==> src/core/fip_defines.vh <==
// constants for the format init pattern filler
`ifndef FIP_DEFINES_VH
`define FIP_DEFINES_VH
// ----------------------------------------
// descriptor layout
// ----------------------------------------
`define FIP_HDR_BYTES 3'h4
`define FIP_SEL_MSB 7
`define FIP_SEL_LSB 6
// ----------------------------------------
// selector and type codes
// ----------------------------------------
`define FIP_SEL_NONE 2'h0
`define FIP_SEL_LOGICAL 2'h1
`define FIP_SEL_PHYSICAL 2'h2
`define FIP_SEL_RSVD 2'h3
`define FIP_TYPE_DEFAULT 8'h00
`define FIP_TYPE_REPEAT 8'h01
// ----------------------------------------
// fill settings
// ----------------------------------------
`define FIP_DEFAULT_FILL 8'h00
`define FIP_PAT_MAX 16'h0010
`define FIP_PAT_AW 4
`define FIP_ADDR_BYTES 16'h0004
`define FIP_FIFO_DEPTH 4
`define FIP_FIFO_WIDTH 9
`endif

==> src/core/fip_fifo.v <==
// small synchronous fifo for the fill byte stream
`timescale 1ns/10ps
`default_nettype none
module fip_fifo #(
	parameter WIDTH = 9,
	parameter DEPTH = 4,
	parameter AW = 2
) (
	// clock and reset
	input wire clk_in,
	input wire rst_in,
	// fill side
	input wire [WIDTH-1:0] in_data_in,
	input wire in_valid_in,
	output wire in_ready_out,
	// drain side
	output wire [WIDTH-1:0] out_data_out,
	output wire out_valid_out,
	input wire out_ready_in
);
	reg [WIDTH-1:0] mem_q [0:DEPTH-1];
	reg [AW-1:0] wr_ptr_q;
	reg [AW-1:0] rd_ptr_q;
	reg [AW:0] count_q;
	wire push;
	wire pop;
	integer i;

	assign in_ready_out = (count_q != DEPTH[AW:0]);
	assign out_valid_out = (count_q != {(AW+1){1'b0}});
	assign out_data_out = mem_q[rd_ptr_q];
	assign push = in_valid_in && in_ready_out;
	assign pop = out_valid_out && out_ready_in;

	always @(posedge clk_in) begin
		if (rst_in) begin
			wr_ptr_q <= {AW{1'b0}};
			rd_ptr_q <= {AW{1'b0}};
			count_q <= {(AW+1){1'b0}};
			for (i = 0; i < DEPTH; i = i + 1) begin
				mem_q[i] <= {WIDTH{1'b0}};
			end
		end else begin
			if (push) begin
				mem_q[wr_ptr_q] <= in_data_in;
				wr_ptr_q <= (wr_ptr_q == DEPTH[AW-1:0] - 1'b1) ? {AW{1'b0}} : wr_ptr_q + 1'b1;
			end
			if (pop) begin
				rd_ptr_q <= (rd_ptr_q == DEPTH[AW-1:0] - 1'b1) ? {AW{1'b0}} : rd_ptr_q + 1'b1;
			end
			if (push && !pop) begin
				count_q <= count_q + 1'b1;
			end else if (pop && !push) begin
				count_q <= count_q - 1'b1;
			end
		end
	end
endmodule // fip_fifo
`default_nettype wire

==> src/core/fip_filler.v <==
// format init pattern descriptor decoder and block filler
//
// Behaviour
// - Descriptor byte 0 bits 7:6 hold the selector, byte 1 the type, bytes 2-3 the length MSB first, pattern from byte 4.
// - Selector 00b writes the pattern unchanged and selector 11b is reserved.
// - Selector 01b puts the logical block address, MSB first, in the first four bytes of each logical block.
// - Selector 10b puts, MSB first, the lowest logical block address found in each physical block into its first four bytes.
// - Type 00h picks the default fill, 02h-7Fh are reserved and 80h-FFh are vendor-defined.
// - Type 01h repeats the supplied pattern bytes cyclically until each logical block is full.
// - Default type with a nonzero length ends the command with illegal request, invalid parameter field.
// - Repeat type with a zero length ends the command with illegal request, invalid parameter field.
// - A length above the logical block size ends the command with illegal request, invalid parameter field.
// - Every byte of every logical block is written from the pattern, with any address overlay taking precedence over it.
// - Only the initiator-accessible blocks, counted by block_count_in, are written.
// - The descriptor exists only with the pattern-present flag set and follows the defect list header, else default fill.
// - The defect list length excludes the descriptor, so that many bytes are skipped before it.
`timescale 1ns/10ps
`default_nettype none
`include "fip_defines.vh"
module fip_filler #(
	parameter [3:0] SENSE_ILLEGAL_REQUEST = 4'h5,
	parameter [7:0] ASC_INVALID_PARAM_FIELD = 8'h26
) (
	// clock and reset
	input wire clk_in,
	input wire rst_in,
	// command setup
	input wire start_in,
	input wire pattern_present_flag_in,
	input wire [15:0] defect_len_in,
	input wire [15:0] block_size_in,
	input wire [15:0] phys_size_in,
	input wire [31:0] block_count_in,
	// parameter list bytes after the defect list header
	input wire [7:0] param_data_in,
	input wire param_valid_in,
	output wire param_ready_out,
	// fill byte stream to the medium
	output wire [7:0] wr_data_out,
	output wire wr_last_out,
	output wire wr_valid_out,
	input wire wr_ready_in,
	// status
	output wire busy_out,
	output wire done_out,
	output wire check_cond_out,
	output wire [3:0] sense_key_out,
	output wire [7:0] asc_out
);
	// ----------------------------------------
	// state encoding
	// ----------------------------------------
	localparam [2:0] ST_IDLE = 3'h0;
	localparam [2:0] ST_SKIP = 3'h1;
	localparam [2:0] ST_HDR = 3'h2;
	localparam [2:0] ST_CHECK = 3'h3;
	localparam [2:0] ST_PAT = 3'h4;
	localparam [2:0] ST_FILL = 3'h5;

	// address byte, most significant first
	function [7:0] addr_byte;
		input [31:0] addr;
		input [1:0] idx;
		begin
			case (idx)
				2'h0: addr_byte = addr[31:24];
				2'h1: addr_byte = addr[23:16];
				2'h2: addr_byte = addr[15:8];
				default: addr_byte = addr[7:0];
			endcase
		end
	endfunction

	reg [2:0] state_q;
	reg [15:0] skip_q;
	reg [1:0] hidx_q;
	reg [1:0] sel_q;
	reg [7:0] type_q;
	reg [15:0] len_q;
	reg [7:0] pat_q [0:`FIP_PAT_MAX-1];
	reg [15:0] pidx_q;
	reg [15:0] bcnt_q;
	reg [15:0] pcnt_q;
	reg [31:0] lba_q;
	reg [31:0] phys_lba_q;
	reg done_q;
	reg check_q;
	reg [15:0] bsize_q;
	reg [15:0] psize_q;
	reg [31:0] bcount_q;
	reg [7:0] fill_byte;
	wire take;
	wire push;
	wire fifo_ready;
	wire blk_end;
	wire [31:0] cur_phys_lba;
	wire reject;
	integer i;

	assign param_ready_out = (state_q == ST_SKIP) || (state_q == ST_HDR) || (state_q == ST_PAT);
	assign take = param_ready_out && param_valid_in;
	assign push = (state_q == ST_FILL) && fifo_ready;
	assign blk_end = (bcnt_q == bsize_q - 16'h0001);
	assign busy_out = (state_q != ST_IDLE);
	assign done_out = done_q;
	assign check_cond_out = check_q;
	assign sense_key_out = check_q ? SENSE_ILLEGAL_REQUEST : 4'h0;
	assign asc_out = check_q ? ASC_INVALID_PARAM_FIELD : 8'h00;

	// a physical block opening here starts with the current logical block
	assign cur_phys_lba = (pcnt_q == 16'h0000) ? lba_q : phys_lba_q;

	// ----------------------------------------
	// descriptor checks
	// ----------------------------------------
	// vendor types carry no local meaning here, so they are refused too
	assign reject = (sel_q == `FIP_SEL_RSVD) ||
		((type_q != `FIP_TYPE_DEFAULT) && (type_q != `FIP_TYPE_REPEAT)) ||
		((type_q == `FIP_TYPE_DEFAULT) && (len_q != 16'h0000)) ||
		((type_q == `FIP_TYPE_REPEAT) && (len_q == 16'h0000)) ||
		(len_q > bsize_q) ||
		(len_q > `FIP_PAT_MAX); // pattern store is small

	// ----------------------------------------
	// fill byte
	// ----------------------------------------
	always @* begin
		if (type_q == `FIP_TYPE_REPEAT) begin
			fill_byte = pat_q[pidx_q[`FIP_PAT_AW-1:0]];
		end else begin
			fill_byte = `FIP_DEFAULT_FILL;
		end
		// overlay goes on top of the pattern, never instead of the count
		if ((sel_q == `FIP_SEL_LOGICAL) && (bcnt_q < `FIP_ADDR_BYTES)) begin
			fill_byte = addr_byte(lba_q, bcnt_q[1:0]);
		end else if ((sel_q == `FIP_SEL_PHYSICAL) && (pcnt_q < `FIP_ADDR_BYTES)) begin
			fill_byte = addr_byte(cur_phys_lba, pcnt_q[1:0]);
		end
	end

	// ----------------------------------------
	// control
	// ----------------------------------------
	always @(posedge clk_in) begin
		if (rst_in) begin
			state_q <= ST_IDLE;
			skip_q <= 16'h0000;
			hidx_q <= 2'h0;
			sel_q <= `FIP_SEL_NONE;
			type_q <= `FIP_TYPE_DEFAULT;
			len_q <= 16'h0000;
			pidx_q <= 16'h0000;
			bcnt_q <= 16'h0000;
			pcnt_q <= 16'h0000;
			lba_q <= 32'h00000000;
			phys_lba_q <= 32'h00000000;
			done_q <= 1'b0;
			check_q <= 1'b0;
			bsize_q <= 16'h0000;
			psize_q <= 16'h0000;
			bcount_q <= 32'h00000000;
			for (i = 0; i < `FIP_PAT_MAX; i = i + 1) begin
				pat_q[i] <= 8'h00;
			end
		end else begin
			done_q <= 1'b0;
			case (state_q)
				ST_IDLE: begin
					if (start_in) begin
						check_q <= 1'b0;
						skip_q <= defect_len_in;
						bsize_q <= block_size_in;
						psize_q <= phys_size_in;
						bcount_q <= block_count_in;
						sel_q <= `FIP_SEL_NONE;
						type_q <= `FIP_TYPE_DEFAULT;
						len_q <= 16'h0000;
						hidx_q <= 2'h0;
						pidx_q <= 16'h0000;
						bcnt_q <= 16'h0000;
						pcnt_q <= 16'h0000;
						lba_q <= 32'h00000000;
						state_q <= ST_SKIP;
					end
				end
				ST_SKIP: begin
					if (skip_q == 16'h0000) begin
						state_q <= pattern_present_flag_in ? ST_HDR : ST_CHECK;
					end else if (take) begin
						skip_q <= skip_q - 16'h0001;
					end
				end
				ST_HDR: begin
					if (take) begin
						hidx_q <= hidx_q + 2'h1;
						case (hidx_q)
							2'h0: sel_q <= param_data_in[`FIP_SEL_MSB:`FIP_SEL_LSB];
							2'h1: type_q <= param_data_in;
							2'h2: len_q[15:8] <= param_data_in;
							default: begin
								len_q[7:0] <= param_data_in;
								state_q <= ST_CHECK;
							end
						endcase
					end
				end
				ST_CHECK: begin
					if (reject) begin
						check_q <= 1'b1;
						done_q <= 1'b1;
						state_q <= ST_IDLE;
					end else if (len_q != 16'h0000) begin
						state_q <= ST_PAT;
					end else if (bcount_q == 32'h00000000) begin
						done_q <= 1'b1;
						state_q <= ST_IDLE;
					end else begin
						state_q <= ST_FILL;
					end
				end
				ST_PAT: begin
					if (take) begin
						pat_q[pidx_q[`FIP_PAT_AW-1:0]] <= param_data_in;
						if (pidx_q == len_q - 16'h0001) begin
							pidx_q <= 16'h0000;
							if (bcount_q == 32'h00000000) begin
								done_q <= 1'b1;
								state_q <= ST_IDLE;
							end else begin
								state_q <= ST_FILL;
							end
						end else begin
							pidx_q <= pidx_q + 16'h0001;
						end
					end
				end
				ST_FILL: begin
					if (push) begin
						if (pcnt_q == 16'h0000) begin
							phys_lba_q <= lba_q;
						end
						pcnt_q <= (pcnt_q == psize_q - 16'h0001) ? 16'h0000 : pcnt_q + 16'h0001;
						if (blk_end) begin
							bcnt_q <= 16'h0000;
							pidx_q <= 16'h0000;
							lba_q <= lba_q + 32'h00000001;
							if (lba_q + 32'h00000001 == bcount_q) begin
								done_q <= 1'b1;
								state_q <= ST_IDLE;
							end
						end else begin
							bcnt_q <= bcnt_q + 16'h0001;
							pidx_q <= (pidx_q == len_q - 16'h0001) ? 16'h0000 : pidx_q + 16'h0001;
						end
					end
				end
				default: begin
					state_q <= ST_IDLE;
				end
			endcase
		end
	end

	// ----------------------------------------
	// output buffering
	// ----------------------------------------
	// the fifo absorbs short medium stalls; a full fifo stalls the fill counters
	fip_fifo #(
		.WIDTH(`FIP_FIFO_WIDTH),
		.DEPTH(`FIP_FIFO_DEPTH),
		.AW(2)
	) u_fifo (
		.clk_in(clk_in),
		.rst_in(rst_in),
		.in_data_in({blk_end, fill_byte}),
		.in_valid_in(state_q == ST_FILL),
		.in_ready_out(fifo_ready),
		.out_data_out({wr_last_out, wr_data_out}),
		.out_valid_out(wr_valid_out),
		.out_ready_in(wr_ready_in)
	);
endmodule // fip_filler
`default_nettype wire

==> config.mk <==
export PLATFORM = sky130hd
export DESIGN_NAME = fip_filler
export DESIGN_NICKNAME = d
export VERILOG_FILES = /design/src/core/fip_fifo.v /design/src/core/fip_filler.v
export VERILOG_INCLUDE_DIRS = /design/src /design/src/core
export SDC_FILE = /design/constraint.sdc
export NUM_CORES = 1
export LEC_CHECK = 0
export BUFFER_PORTS_ARGS = -buffer_cell sky130_fd_sc_hd__buf_2
export CORE_MARGIN = 2
export CORE_UTILIZATION = 50
export DETAILED_ROUTE_END_ITERATION = 8
export PLACE_DENSITY = 0.77
export SLEW_MARGIN = 0
export SYNTH_ARGS = -nofsm -noshare
export SYNTH_HDL_FRONTEND = slang
export SYNTH_SLANG_ARGS = --single-unit
==> constraint.sdc <==
create_clock -name clk_in -period 8.62 [get_ports clk_in]
set_input_delay 1.724 -clock clk_in [delete_from_list [all_inputs] [get_ports clk_in]]
set_output_delay 1.724 -clock clk_in [all_outputs]
set_load 0.02 [all_outputs]
# ---- After elaboration in Yosys (flattened, before gate mapping)
# Memory sizes are Yosys's and may differ from the RTL's. A register that Yosys moved wholly into a read port is not among the register bits.
# Cells that the tools add are included.
dict set report op_classes {
  add_sub_neg 13
  mul 0
  div 0
  order_cmp 4
  eq_ne 38
  shift 0
  muxes 91
  bitwise_logic 0
  reduce_logical 54
}
# op n
set ops {}
lappend ops {{2-to-1 mux 16 bit} 13}
lappend ops {{2-to-1 mux 32 bit} 4}
lappend ops {{case mux 16 bit (2 select lines)} 4}
lappend ops {{2-to-1 mux 8 bit} 9}
lappend ops {{case mux 32 bit (2 select lines)} 1}
lappend ops {{subtractor 16 x 1 -> 16 bit, second input constant} 4}
lappend ops {{adder 16 x 1 -> 16 bit, second input constant} 3}
lappend ops {{== test 16 bit} 3}
lappend ops {{logical NOT 16 bit} 3}
lappend ops {{case mux 16 bit (3 select lines)} 1}
lappend ops {{case mux 8 bit (3 select lines)} 2}
lappend ops {{2-to-1 mux 3 bit} 15}
lappend ops {{adder 32 x 1 -> 32 bit, second input constant} 1}
lappend ops {{== test 32 bit} 1}
lappend ops {{logical NOT 32 bit} 1}
lappend ops {{< comparator 16 x 3 -> 1 bit, second input constant} 2}
lappend ops {{AND reduction 4 bit} 7}
lappend ops {{2-to-1 mux 1 bit} 22}
lappend ops {{inequality test 2 bit, second input constant} 10}
lappend ops {{2-to-1 mux 2 bit} 9}
lappend ops {{case mux 3 bit (6 select lines)} 1}
lappend ops {{> comparator 16 bit} 1}
lappend ops {{> comparator 16 x 5 -> 1 bit, second input constant} 1}
lappend ops {{case mux 8 bit (2 select lines)} 1}
lappend ops {{other kinds (34)} 81}
dict set report word_totals {
  regBits 232
  latch_bits 0
  ram_bits 164
  rom_bits 0
  inputBits 94
  output_inout_bits 26
  wordCells 222
  n_memories 2
}
# memory depth word_bits rd rd_ports_with_merged_regs write_ports line
set mem_list {}
lappend mem_list {pat_q 16 8 1 1 16 fip_filler.v:80} ;# reg [7:0] pat_q [0:`FIP_PAT_MAX-1];
lappend mem_list {u_fifo.mem_q 4 9 1 1 4 fip_fifo.v:21} ;# reg [WIDTH-1:0] mem_q [0:DEPTH-1];

# ---- Logic depth before layout (Yosys ltp)
dict set report logic_depth {
  word_depth 10
  depth_mapped 13
  depth_no_buf 11
}

# ---- By module
# Synthesis repeated with hierarchy kept, for this count alone.
dict set report unflattened {
  cells_unflattened 2387
  hier_area_um2 21902.3
}
# module instances cells_per_inst area_each_um2
set by_module_without_submodules {}
lappend by_module_without_submodules {fip_filler 1 2252 19874.1}
lappend by_module_without_submodules {fip_fifo 1 135 2028.2}

# ---- Worst setup path before layout
# Ideal clock, no wire load.
dict set report synth_path {
  kind {input port to flip-flop}
  from {input port rst_in}
  to {memory u_fifo.mem_q[1][0], enable pin}
  setup_time_ns 0.340
  arrival_ns 3.283
  required_time_ns 8.280
  path_slack_ns 4.997
  path_stages 6
  n_path_buf 3
  path_cell_list {clkbuf_1 > or2_2 > clkbuf_1 > or3b_2 > clkbuf_1 > nand2b_1}
}
# item line
set synth_rtl {}
lappend synth_rtl {{start, declared} fip_filler.v:26} ;# input wire rst_in,
lappend synth_rtl {{end, declared} fip_fifo.v:21}

==> results list <==
- Clock tree sinks: approximately 400
* Count of pins over their slew limit: 0
- Maximum number of pins on one net before global-route repair: 73
* Row count: 76
- TritonCTS clock tree: yes
- Final worst hold slack: around 460 ps
- The first detailed-routing pass took 7 iterations.
- Path class of the lowest-slack min-delay path: reg -> reg
- Register-to-Register Path Depth: 8
* Worst endpoint data arrival time: about 5300 ps
- 120 I/O pins were placed.
* Slew at the pin closest to its max-slew limit: about 1100 ps
- STA classifies the critical path endpoint as a register.
* Part of the Yosys area used for sequential elements: ~45%
* Die ar.: roughly 45000 sq um
- Together, buffers and inverters on the worst path number 2.
* Clock buffer count from CTS: 42
* Crit share post-route: between 50% and 60%
* Number of unique standard cell types used by synthesis: roughly 90
* Later-pin clock latency in the skew report: roughly 580 ps
- A synthesized cell averages just over 9 sq um.
- Critical Path Source Type: primary input
- Dividing total power by cell area gives a power density of around 240 nW/um^2.
- Post-Syn Instances: 2386
- The die is around 210 microns tall.
- The analysis attributes to cell leakage a power of about 8.7 nW.
- Half-perimeter wire length after detailed placement: between 40 and 50 mm
- The floorplan step defined a core boundary enclosing about 43000 sq um.
- Clock-pin transition on the worst setup and hold timing paths: ~60 ps
- Relative max-transition margin: between 20% and 30%
* Cell occurring most often along the worst timing path: sky130_fd_sc_hd__nor2_1
- List of most frequent post-synthesis cells: sky130_fd_sc_hd__nand2_1 (345), sky130_fd_sc_hd__dfxtp_1 (238), sky130_fd_sc_hd__a21oi_1 (210)
- The slowest stage of the critical path is the sky130_fd_sc_hd__nand2_1 cell.
* Placer's final routability congestion estimate: 0.924
* Hold Crit Depth: 2
* Count of instances resized after the clock tree is built: 0
- Utilization after layout: 55.7%
* Shortest clock period the worst path allows after layout: ~4800 ps
- Total Negative Setup Slacks: 0 ps
* Share of flip-flops with an asynchronous set or reset after synthesis: 0%
- WL final: just under 60 mm
- In this run the remaining antenna-violating nets after routing total 0.
- The detailed router finished its first iteration with approximately 1900 violations.
- In the global route stage, overall resource usage came out at around a quarter.
* Starting density of the core: approximately half
- sky130_fd_sc_hd__nand2_1 is the most common cell in the netlist.
- The repair_antennas step left the layout with diodes totalling 0.
- Hold Vio Cnt, Final: 0
- The run finished with clean final reports.
- Fraction of final layout cells with drive strength greater than 1: between 10% and 20%
* Series of cell instances along the critical path: buf_6 -> buf_4 -> nor2_1 -> nor2_1 -> nand2_1 -> a21o_1 -> a22o_1
- Synth warnings: 0
* Worst-path fanout max: 72
- The biggest area contributor in the post-synthesis netlist is sky130_fd_sc_hd__edfxtp_1.
- The synthesized design contains around 400 register bits.
* Worst clock skew: roughly 26 ps
- Synth top area share: 22.6%
* Post-layout nets: ~2500
- Via count: between 15000 and 20000
- H-Tree Depth: 2
- Family with the most delay on the worst path: simple AND/OR/NAND/NOR gates
- Across the run, the number of max-cap violations was 0.
- Dividing the detail-routed wire length by the instance count gives between 15 and 20 microns.
- Summed instance area of the synthesized netlist: 21800 sq um
* Max stage delay on crit path: ~900 ps
- Hold repair after CTS inserted 0 buffers.
- IR Drop Worst-Case VDD: between 0.15 and 0.2 mV
- Setup-failing EPs final: 0
* Top area cells in the synthesized netlist: sky130_fd_sc_hd__edfxtp_1 (23%), sky130_fd_sc_hd__dfxtp_1 (22%), sky130_fd_sc_hd__nand2_1 (5.9%)
* Total number of cells along the worst setup path: 7
* First-pass GRT wire length: ~92 mm
* Setup fix buffers added after clock tree synthesis: 0
* Startpoint-to-endpoint class of the critical path: in -> reg
* Vias in the first global route: 17200
- Max Clock Freq: a little over 0.2 GHz
* Via-to-Cell Ratio: approximately 6
- After detailed routing, the number of remaining DRC violations is 0.
* Antenna violations before repair: 0
* Number of buffers on the longest clock path: 3
- Unrepaired setup endpoints after global routing: no
* CTS Root Cell: sky130_fd_sc_hd__clkbuf_16
* Primary FF master, synth: sky130_fd_sc_hd__dfxtp_1
- Floorplan die width: between 200 and 250 microns
- After global routing the overflow that remains totals 0.
* Number of synthesized flops with an enable pin: about 160
* Area overhead of the layout relative to synthesis: 10.0%
* Data required time at the worst endpoint: ~9100 ps
- During placement, the flow inserted port buffers numbering 112.
[worst register-to-register path, delay by kind of cell (launching register included)]
family             cells  cell delay, ps
AOI/OAI and AO/OA      2             650
and+or+nand+nor        6            3170
DFF                    1             610
[stage by stage]
stage | std cells | setup slack, ps | total power, mW | instance area [sq um]
2_1_floorplan | 2392 | 5000 | 3.42 | 21800
3_3_place_gp | 2917 | 3440 | 3.74 | 22500
3_5_place_dp | 2917 | 3320 | 3.80 | 22500
4_1_cts | 2994 | 3910 | 5.78 | 24000
5_1_grt | 2994 | 3540 | 6.05 | 24000
6_report | 2994 | 3780 | 5.78 | 24000
[final cells by class]
| type | count | area [sq um] |
|---|---|---|
| sequential | 402 | 9690 |
| tap | 585 | 732 |
| fill | 3740 | 19000 |
| clock buffer | 57 | 1190 |
| inverter | 63 | 236 |
| multi-input combinational | 1741 | 11100 |
| clock inverter | 20 | 312 |
| timing repair buffer | 126 | 672 |
[per-layer routing]
layer  vias to the layer above  part of all wire, %  track usage, %
li1                       8485                    -               -
met1                      8679                   41            34.4
met2                       925                   47            41.1
met3                       153                  8.8            4.43
met4                         0                  3.2            9.31
met5                         -                    0               0
[path summary, 6_finish.rpt]
| kind | start | slack, ps | to |
|---|---|---|---|
| worst max-delay path | rst_in | 3780 | lba_q[10]$_SDFFE_PP0P_ |
| worst min-delay path | phys_lba_q[9]$_SDFFE_PP0P_ | 460 | phys_lba_q[9]$_SDFFE_PP0P_ |
| worst max register to register | state_q[2]$_SDFFE_PP0P_ | 4050 | lba_q[10]$_SDFFE_PP0P_ |
| worst min register to register | phys_lba_q[9]$_SDFFE_PP0P_ | 460 | phys_lba_q[9]$_SDFFE_PP0P_ |
[cells by family after synthesis]
kind of cell	share of synthesized area, %
xor gates and xnor gates	5.95
AOI/OAI and AO/OA	12.7
other	0.0172
DFF	44.5
buffers and inverters	4.63
adders and majority gates	2.39
muxes	6.64
and+or+nand+nor	23.2
[where the power goes]
part | internal [mW] | switching, mW
Combinational | 0.559 | 0.933
Clock | 1.21 | 0.771
Sequential | 2.12 | 0.188
[placed cells by master (no fill, tap or decap), drive strengths merged, types with 12 or more instances in the layout]
cell	netlist	routed
a211oi	45	45
a21oi	211	211
a222oi	15	15
and2	136	136
and3	21	21
and4	13	13
buf	38	126
clkbuf	148	57
dfxtp	238	238
edfxtp	164	164
ha	40	40
inv	62	64
mux2	18	18
mux2i	32	32
mux4	41	41
nand2	345	345
nand3	85	85
nand4	46	46
nor2	152	152
nor2b	17	17
nor3	48	48
nor4	43	43
o21ai	62	62
o22ai	13	13
o31ai	12	12
or2	31	31
or3	24	24
or4	15	15
xnor2	75	75
xor2	73	73
[flip-flops by register name, summed over array words and instances, names as in the netlist, 2 cells and up, named ones only]
name	flops
bcnt_q	16
bcount_q	32
bsize_q	16
hidx_q	2
lba_q	32
len_q	16
pat_q	128
pcnt_q	16
phys_lba_q	32
pidx_q	16
psize_q	16
sel_q	2
skip_q	16
state_q	3
type_q	8
u_fifo.count_q	3
u_fifo.mem_q	36
u_fifo.rd_ptr_q	2
u_fifo.wr_ptr_q	2
No activity file was read; power rests on OpenSTA's default activity.
